--- src/logic/README_unused.sv ---
// intentionally empty
`default_nettype none
`default_nettype wire
--- src/logic/nvsram_host_pkg.sv ---
// constants, types and timing for the nvsram host controller
// assumes a 125 MHz system clock and the 45 ns speed grade of the memory
`default_nettype none

package nvsram_host_pkg;

    // ------------------------------------------------------------------
    // widths
    // ------------------------------------------------------------------
    localparam int unsigned ADDR_W = 17;
    localparam int unsigned DATA_W = 8;
    localparam int unsigned CNT_W  = 22;
    localparam int unsigned STEP_W = 3;
    localparam int unsigned SEQ_LEN = 6;
    localparam logic [STEP_W-1:0] LAST_STEP = 3'h5;

    // ------------------------------------------------------------------
    // times and their cycle counts, rounded up so no wait is short
    // ------------------------------------------------------------------
    localparam int unsigned CLK_MHZ                    = 125;
    localparam int unsigned READ_CYCLE_TIME_NS         = 45;
    localparam int unsigned WRITE_CYCLE_TIME_NS        = 45;
    localparam int unsigned CE_RELEASE_TIME_NS         = 15;
    localparam int unsigned POWERUP_RESTORE_TIME_MS    = 20;
    localparam int unsigned SAVE_CYCLE_TIME_MS         = 15;
    localparam int unsigned SOFT_RESTORE_TIME_US       = 120;
    localparam int unsigned SOFT_SEQ_TIME_US           = 70;

    localparam int unsigned RD_CYC  = (READ_CYCLE_TIME_NS * CLK_MHZ + 999) / 1000;
    localparam int unsigned WR_CYC  = (WRITE_CYCLE_TIME_NS * CLK_MHZ + 999) / 1000;
    localparam int unsigned GAP_CYC = (CE_RELEASE_TIME_NS * CLK_MHZ + 999) / 1000;
    // three sampling flops plus one cycle for the agree check
    localparam int unsigned SYNC_CYC = 4;
    localparam int unsigned POWERUP_CYC = POWERUP_RESTORE_TIME_MS * CLK_MHZ * 1000;
    localparam int unsigned SAVE_CYC    = SAVE_CYCLE_TIME_MS * CLK_MHZ * 1000;
    localparam int unsigned RESTORE_CYC = SOFT_RESTORE_TIME_US * CLK_MHZ;
    localparam int unsigned SOFTSEQ_CYC = SOFT_SEQ_TIME_US * CLK_MHZ;

    // ------------------------------------------------------------------
    // soft command address sequences, read in order from index 0
    // ------------------------------------------------------------------
    localparam logic [SEQ_LEN-1:0][ADDR_W-1:0] STORE_SEQ = {
        17'h0_0F0F, 17'h0_F0F0, 17'h0_3C3C, 17'h0_C3C3, 17'h0_5A5A, 17'h0_A5A5};
    localparam logic [SEQ_LEN-1:0][ADDR_W-1:0] RESTORE_SEQ = {
        17'h0_1E1E, 17'h0_F0F0, 17'h0_3C3C, 17'h0_C3C3, 17'h0_5A5A, 17'h0_A5A5};

    // ------------------------------------------------------------------
    // types
    // ------------------------------------------------------------------
    typedef enum logic [1:0] {
        OP_READ,
        OP_WRITE,
        OP_SAVE,
        OP_RESTORE
    } op_e;

    typedef struct packed {
        op_e               op;
        logic [ADDR_W-1:0] addr;
        logic [DATA_W-1:0] wdata;
    } cmd_s;

    typedef struct packed {
        logic              ce_n;
        logic              oe_n;
        logic              we_n;
        logic [ADDR_W-1:0] addr;
        logic [DATA_W-1:0] dq;
        logic              dq_oe;
    } mem_pins_s;

    localparam mem_pins_s PINS_IDLE = '{ce_n: 1'b1, oe_n: 1'b1, we_n: 1'b1,
                                        addr: 17'h0_0000, dq: 8'h00, dq_oe: 1'b0};

endpackage : nvsram_host_pkg

`default_nettype wire

--- src/logic/nvsram_host.sv ---
// host-side controller for a byte-wide nvsram with soft save and restore
// assumes the memory pins are wired directly; dq and the save line are
// resolved outside from the enables, and one user command runs at a time
`default_nettype none

module nvsram_host #(
    parameter int unsigned POWERUP_CYC = nvsram_host_pkg::POWERUP_CYC,
    parameter int unsigned SAVE_CYC    = nvsram_host_pkg::SAVE_CYC,
    parameter int unsigned RESTORE_CYC = nvsram_host_pkg::RESTORE_CYC,
    parameter int unsigned SOFTSEQ_CYC = nvsram_host_pkg::SOFTSEQ_CYC
) (
    input  wire logic                              CLK_SYS_I,
    input  wire logic                              RST_I,
    // user command port
    input  wire logic                              CMD_VALID_I,
    input  wire nvsram_host_pkg::cmd_s             CMD_I,
    output var  logic                              CMD_READY_O,
    output var  logic [nvsram_host_pkg::DATA_W-1:0] RD_DATA_O,
    output var  logic                              RD_VALID_O,
    output var  logic                              NV_BUSY_O,
    output var  logic                              DIRTY_O,
    // memory pins
    output var  nvsram_host_pkg::mem_pins_s        MEM_O,
    input  wire logic [nvsram_host_pkg::DATA_W-1:0] MEM_DQ_I,
    input  wire logic                              HSB_N_I,
    output var  logic                              HSB_N_O,
    output var  logic                              HSB_N_OE_O
);

    // ------------------------------------------------------------------
    // state and storage
    // ------------------------------------------------------------------
    typedef enum logic [2:0] {
        ST_BOOT,
        ST_IDLE,
        ST_ACCESS,
        ST_GAP,
        ST_NVWAIT
    } state_e;

    state_e                              state_reg;
    nvsram_host_pkg::cmd_s               cmd_reg;
    logic [nvsram_host_pkg::CNT_W-1:0]   cnt_reg;
    logic [nvsram_host_pkg::STEP_W-1:0]  step_reg;
    logic                                dirty_reg;
    logic [nvsram_host_pkg::DATA_W-1:0]  dq_s1_reg;
    logic [nvsram_host_pkg::DATA_W-1:0]  dq_s2_reg;
    logic [nvsram_host_pkg::DATA_W-1:0]  dq_s3_reg;
    logic [nvsram_host_pkg::DATA_W-1:0]  dq_stable_reg;
    logic                                hsb_s1_reg;
    logic                                hsb_s2_reg;
    logic                                hsb_s3_reg;
    logic                                hsb_high_reg;
    logic                                take;
    logic                                soft_op;
    logic [nvsram_host_pkg::ADDR_W-1:0]  seq_addr;
    nvsram_host_pkg::mem_pins_s          start_pins;
    logic [nvsram_host_pkg::CNT_W-1:0]   start_len;

    // ------------------------------------------------------------------
    // pin sampling
    // ------------------------------------------------------------------
    // three flops; a level counts once the last two agree
    always_ff @(posedge CLK_SYS_I) begin
        if (RST_I) begin
            dq_s1_reg     <= 8'h00;
            dq_s2_reg     <= 8'h00;
            dq_s3_reg     <= 8'h00;
            dq_stable_reg <= 8'h00;
        end else begin
            dq_s1_reg <= MEM_DQ_I;
            dq_s2_reg <= dq_s1_reg;
            dq_s3_reg <= dq_s2_reg;
            if (dq_s2_reg == dq_s3_reg) begin
                dq_stable_reg <= dq_s3_reg;
            end
        end
    end

    // save line sampled the same way; low means the device is saving
    always_ff @(posedge CLK_SYS_I) begin
        if (RST_I) begin
            hsb_s1_reg   <= 1'b0;
            hsb_s2_reg   <= 1'b0;
            hsb_s3_reg   <= 1'b0;
            hsb_high_reg <= 1'b0;
        end else begin
            hsb_s1_reg <= HSB_N_I;
            hsb_s2_reg <= hsb_s1_reg;
            hsb_s3_reg <= hsb_s2_reg;
            if (hsb_s2_reg == hsb_s3_reg) begin
                hsb_high_reg <= hsb_s3_reg;
            end
        end
    end

    // ------------------------------------------------------------------
    // next access setup
    // ------------------------------------------------------------------
    assign take    = CMD_VALID_I && CMD_READY_O;
    assign soft_op = (cmd_reg.op == nvsram_host_pkg::OP_SAVE) ||
                     (cmd_reg.op == nvsram_host_pkg::OP_RESTORE);
    assign seq_addr = (cmd_reg.op == nvsram_host_pkg::OP_SAVE) ?
                      nvsram_host_pkg::STORE_SEQ[step_reg] :
                      nvsram_host_pkg::RESTORE_SEQ[step_reg];

    // pins for the first cycle of an access; reads use select-driven timing
    always_comb begin
        nvsram_host_pkg::cmd_s c;
        c          = take ? CMD_I : cmd_reg;
        start_pins = nvsram_host_pkg::PINS_IDLE;
        start_pins.ce_n = 1'b0;
        start_pins.addr = c.addr;
        if (c.op == nvsram_host_pkg::OP_WRITE) begin
            start_pins.we_n  = 1'b0;
            start_pins.dq    = c.wdata;
            start_pins.dq_oe = 1'b1;
            start_len = nvsram_host_pkg::CNT_W'(nvsram_host_pkg::WR_CYC - 1);
        end else begin
            start_pins.oe_n = 1'b0;
            start_len = nvsram_host_pkg::CNT_W'(nvsram_host_pkg::RD_CYC +
                                                nvsram_host_pkg::SYNC_CYC - 1);
        end
        if (!take && soft_op) begin
            start_pins.addr = seq_addr;
        end else if (take && c.op != nvsram_host_pkg::OP_READ &&
                     c.op != nvsram_host_pkg::OP_WRITE) begin
            start_pins.addr = (c.op == nvsram_host_pkg::OP_SAVE) ?
                              nvsram_host_pkg::STORE_SEQ[0] :
                              nvsram_host_pkg::RESTORE_SEQ[0];
        end
    end

    // ------------------------------------------------------------------
    // sequencer
    // ------------------------------------------------------------------
    always_ff @(posedge CLK_SYS_I) begin
        if (RST_I) begin
            state_reg   <= ST_BOOT;
            cmd_reg     <= '0;
            step_reg    <= 3'h0;
            MEM_O       <= nvsram_host_pkg::PINS_IDLE;
            CMD_READY_O <= 1'b0;
            RD_DATA_O   <= 8'h00;
            RD_VALID_O  <= 1'b0;
            cnt_reg     <= nvsram_host_pkg::CNT_W'(POWERUP_CYC - 1);
        end else begin
            RD_VALID_O <= 1'b0;
            case (state_reg)
                ST_BOOT: begin
                    if (cnt_reg == 22'h00_0000) begin
                        state_reg <= ST_IDLE;
                    end else begin
                        cnt_reg <= cnt_reg - 22'h00_0001;
                    end
                end
                ST_IDLE: begin
                    CMD_READY_O <= hsb_high_reg && !take;
                    if (take) begin
                        cmd_reg   <= CMD_I;
                        step_reg  <= 3'h0;
                        MEM_O     <= start_pins;
                        cnt_reg   <= start_len;
                        state_reg <= ST_ACCESS;
                    end
                end
                ST_ACCESS: begin
                    if (cnt_reg == 22'h00_0000) begin
                        MEM_O     <= nvsram_host_pkg::PINS_IDLE;
                        cnt_reg   <= nvsram_host_pkg::CNT_W'(nvsram_host_pkg::GAP_CYC - 1);
                        state_reg <= ST_GAP;
                        if (cmd_reg.op == nvsram_host_pkg::OP_READ) begin
                            RD_DATA_O  <= dq_stable_reg;
                            RD_VALID_O <= 1'b1;
                        end
                    end else begin
                        cnt_reg <= cnt_reg - 22'h00_0001;
                    end
                end
                ST_GAP: begin
                    // short gap lets the device release dq before we drive it
                    if (cnt_reg != 22'h00_0000) begin
                        cnt_reg <= cnt_reg - 22'h00_0001;
                    end else if (soft_op && step_reg != nvsram_host_pkg::LAST_STEP) begin
                        step_reg  <= step_reg + 3'h1;
                        state_reg <= ST_ACCESS;
                        cnt_reg   <= start_len;
                        MEM_O     <= start_pins;
                        MEM_O.addr <= (cmd_reg.op == nvsram_host_pkg::OP_SAVE) ?
                                      nvsram_host_pkg::STORE_SEQ[step_reg + 3'h1] :
                                      nvsram_host_pkg::RESTORE_SEQ[step_reg + 3'h1];
                    end else if (soft_op) begin
                        state_reg <= ST_NVWAIT;
                        if (cmd_reg.op == nvsram_host_pkg::OP_RESTORE) begin
                            cnt_reg <= nvsram_host_pkg::CNT_W'(SOFTSEQ_CYC + RESTORE_CYC - 1);
                        end else if (dirty_reg) begin
                            cnt_reg <= nvsram_host_pkg::CNT_W'(SOFTSEQ_CYC + SAVE_CYC - 1);
                        end else begin
                            cnt_reg <= nvsram_host_pkg::CNT_W'(SOFTSEQ_CYC - 1);
                        end
                    end else begin
                        state_reg <= ST_IDLE;
                    end
                end
                ST_NVWAIT: begin
                    // no access during save or restore
                    if (cnt_reg == 22'h00_0000) begin
                        state_reg <= ST_IDLE;
                    end else begin
                        cnt_reg <= cnt_reg - 22'h00_0001;
                    end
                end
                default: begin
                    state_reg <= ST_IDLE;
                    MEM_O     <= nvsram_host_pkg::PINS_IDLE;
                end
            endcase
        end
    end

    // ------------------------------------------------------------------
    // write tracking and status
    // ------------------------------------------------------------------
    // a write taken while a clean-up is due still marks dirty (set wins)
    always_ff @(posedge CLK_SYS_I) begin
        if (RST_I) begin
            dirty_reg <= 1'b0;
        end else if (take && CMD_I.op == nvsram_host_pkg::OP_WRITE) begin
            dirty_reg <= 1'b1;
        end else if (state_reg == ST_GAP && soft_op && cnt_reg == 22'h00_0000 &&
                     step_reg == nvsram_host_pkg::LAST_STEP) begin
            dirty_reg <= 1'b0;
        end
    end

    always_ff @(posedge CLK_SYS_I) begin
        if (RST_I) begin
            NV_BUSY_O  <= 1'b1;
            DIRTY_O    <= 1'b0;
            HSB_N_O    <= 1'b1;
            HSB_N_OE_O <= 1'b0;
        end else begin
            NV_BUSY_O  <= (state_reg == ST_BOOT) || (state_reg == ST_NVWAIT) || !hsb_high_reg;
            DIRTY_O    <= dirty_reg;
            HSB_N_O    <= 1'b1;
            HSB_N_OE_O <= 1'b0;
        end
    end

endmodule // nvsram_host

`default_nettype wire

--- config.mk ---
export PLATFORM = sky130hd
export DESIGN_NAME = nvsram_host
export DESIGN_NICKNAME = d
export VERILOG_FILES = /design/src/logic/README_unused.sv /design/src/logic/nvsram_host_pkg.sv /design/src/logic/nvsram_host.sv
export SDC_FILE = /design/constraint.sdc
export NUM_CORES = 1
export LEC_CHECK = 0
export ABC_CLOCK_PERIOD_IN_PS = 3750
export BUFFER_PORTS_ARGS = -buffer_cell sky130_fd_sc_hd__buf_4
export CORE_ASPECT_RATIO = 1.2
export CORE_MARGIN = 8
export CORE_UTILIZATION = 62
export CTS_CLUSTER_DIAMETER = 150
export DETAILED_ROUTE_END_ITERATION = 12
export PLACE_DENSITY = 0.9
export SYNTH_ARGS = -nofsm -noshare
export SYNTH_HDL_FRONTEND = slang
export SYNTH_SLANG_ARGS = --single-unit
--- constraint.sdc ---
create_clock -name CLK_SYS_I -period 3.75 [get_ports CLK_SYS_I]
set_input_delay 0.375 -clock CLK_SYS_I [delete_from_list [all_inputs] [get_ports CLK_SYS_I]]
set_output_delay 0.375 -clock CLK_SYS_I [all_outputs]
set_load 0.02 [all_outputs]
==> flow_summary.json <==
{
  "die_h_um": 127,
  "status": "completed",
  "yosysUniqueCellTypes": 64,
  "totalWireLength_mm": 17.3,
  "finalCritPeriodShare_pct": 78.9,
  "cts.htree.levels": 4,
  "cts_resized": 0,
  "timing.rr.end": "MEM_O[5]",
  "netlist_area_um2": 6380,
  "initialDrtViolationCount": 621,
  "yosysWarningCount": 0,
  "fin_nets": 877,
  "drc_errors": 0,
  "slowest_stage": "o21ai_1",
  "critPathCaptureType": "flip-flop",
  "synthCells": 774,
  "rsz0062_at_grt": "no",
  "ys_seq_elements": 143,
  "grt_max_degree": 75,
  "ir_drop_mv": 0.328,
  "ff2ff_path_depth": 7,
  "wire_per_inst_um": 17.9,
  "grt_pass1_vias": 5830,
  "synth-edff-count": 0,
  "synthArstFlopShare_pct": 0,
  "coreArea_um2": 10000,
  "area_growth_pct": 18.6,
  "r2r-start": "cnt_reg[12]",
  "synth_compound_area_share_pct": 18.4,
  "required_ps": 4010,
  "yosys.area_share.simple_pct": 25.3,
  "hold_start": "MEM_DQ_I[6]",
  "synth_area_per_cell_um2": 8.24,
  "cts_buffer_depth": 2,
  "setup_viol_count_final": 0,
  "post-route-min-period_ps": 2960,
  "maxSlewHeadroom_pct": 41.4,
  "drive_gt1_share_pct": 16.2,
  "cts_root_buf": "clkbuf_16",
  "worstHoldEndpoint": "dq_s1_reg[6]",
  "worstSetupPathType": "reg2reg",
  "grt_first_pass_wirelength_mm": 28.2,
  "clkSlewWorstSetupHoldPaths_ps": 60,
  "slew_violations": 0,
  "fin_util_pct": 75.5,
  "largest_register_ffs": 29,
  "start_util_pct": 63.7,
  "tns_ps": 0,
  "tightest_slew_ps": 877,
  "ys.flop_type": "dfxtp_1",
  "syn_nets": 819,
  "critical_path.cell_chain": "or4_4 -> nor4_4 -> nand2_2 -> nand2_1 -> nand2_1 -> o21ai_1 -> a311oi_1",
  "critPathTopFamily": "simple AND/OR/NAND/NOR gates",
  "overflow": 0,
  "cp.depth": 7,
  "die-area_um2": 13800,
  "min_path_cells": 2,
  "clock_sinks": 143,
  "hold_violations": 0,
  "yosys.area.top_type": "dfxtp_1",
  "yosys-top-cells-count": "dfxtp_1, nand2_1, nor2_1, a21oi_1",
  "synth_xor_area_share_pct": 2.34,
  "worstPathArrival_ps": 3210,
  "synth_fa_ha_area_share_pct": 1.18,
  "rrSetupSlack_ps": 790,
  "critPathBufInv": 0,
  "slowest_delay_ps": 670,
  "gp_congestion": 0.954,
  "route.vias.total": 6010,
  "critPathLaunchType": "flip-flop",
  "antenna_found_initial": 0,
  "power_mw": 3.26,
  "hold_class": "in2reg",
  "skew_ps": 9.70,
  "cellLeakagePower_nw": 2.85,
  "ios": 82,
  "synth.top_cells.by_area": "dfxtp_1, nand2_1, a21oi_1",
  "chipWidth_um": 109,
  "postRouteAntennaNets": 0,
  "fmax_mhz": 338,
  "clock_latency_ps": 420,
  "synth_top_area_share_pct": 44.9,
  "cts_tree": "done",
  "std_cell_rows": 40,
  "synth_top_family_by_area": "simple AND/OR/NAND/NOR gates",
  "dp_hpwl_mm": 12.0,
  "synthMuxAreaShare_pct": 4.02,
  "crit_top_cell": "nand2_1",
  "cp_max_fo": 18,
  "pwr_density_cell_nw_per_um2": 431,
  "yosysSeqAreaShare_pct": 44.9,
  "cts_hold_buf": 0,
  "post_cts_buffers": 0,
  "via_per_inst": 6.19,
  "antennaDiodeCount": 0,
  "grt_usage_pct": 25.0,
  "yosysMostFrequentCell": "dfxtp_1",
  "firstDrtPassIters": 6,
  "numCtsBuffers": 17,
  "cap_violations": 0,
  "port_buffers": 79
}
-- stage by stage --
stage | hold slack (ps) | setup WS, ps | cell area (um^2) | instances
global placement | 416 | 945 | 6990 | 939
finish | 166 | 792 | 7560 | 971
floorplan | 391 | 1410 | 6380 | 774
detailed placement | 425 | 844 | 6990 | 939
CTS | 152 | 800 | 7560 | 971
global route | 159 | 564 | 7560 | 971
-- placed cells by master, fill, tap and decap left out, types with 4 or more instances in the layout --
cell	count
o21ai_1	6
a311oi_1	16
inv_1	10
clkbuf_16	17
o211ai_1	5
and3_1	4
buf_4	87
nor3_1	22
xnor2_1	14
ha_1	6
a211oi_1	6
nand2_1	126
nor2b_1	31
nor4_1	4
o21ai_0	39
nand2b_1	4
inv_6	7
and2_1	5
a31oi_1	5
nor2_1	84
mux2i_1	23
a21oi_1	76
dfxtp_1	143
a211o_1	4
o311ai_0	6
nand3_1	17
or3_1	10
-- report_power, final --
part / internal (mW) / switching, mW / leakage (nW)
combinational: 0.0507 / 0.0606 / 1.41
clock: 0.896 / 0.706 / 0.282
sequential: 1.53 / 0.00975 / 1.16
total: 2.48 / 0.776 / 2.85
-- cell type report --
cell class,instances,area (um^2)
multi-input cells,572,3270
clock buffers,18,439
clock inverters,14,133
flip-flops and latches,143,2860
inverters,11,41.3
repair buffers,87,653
fillers,689,2450
well taps,126,158
-- routing by layer --
layer	vias to the layer above	part of all wire, %	track usage [%]
met5	-	0	0
met4	0	3.6	11.9
met3	73	9.8	6.49
met2	377	49	41.7
met1	2753	38	29.0
li1	2807	-	-
-- worst max-delay path by stage --
stage                             end  slack (ps)   startpoint
after floorplan           seq_addr[6]        1410  cnt_reg[12]
after global placement       MEM_O[0]         950  cnt_reg[12]
after detailed placement     MEM_O[5]         840  cnt_reg[12]
after CTS                    MEM_O[5]         800  cnt_reg[12]
after global routing         MEM_O[0]         560   cnt_reg[4]
final                        MEM_O[5]         790  cnt_reg[12]
-- cell families (layout without fill, tap and decap cells) --
kind of cell,after synthesis,in the layout
other,2,2
AND/OR/NAND/NOR,336,336
adder cells (fa/ha/maj),6,6
XOR/XNOR,17,17
AO/OA/AOI/OAI,186,186
flip-flops,143,143
buffers and inverters,59,130
multiplexers,25,25
-- worst reg2reg max path: stages (launching register included) --
cell and delay, ps:
dfxtp_1 350, or4_4 600, nor4_4 280, nand2_2 280, nand2_1 210, nand2_1 280
o21ai_1 670, a311oi_1 120
No activity file was read; power rests on OpenSTA's default activity.
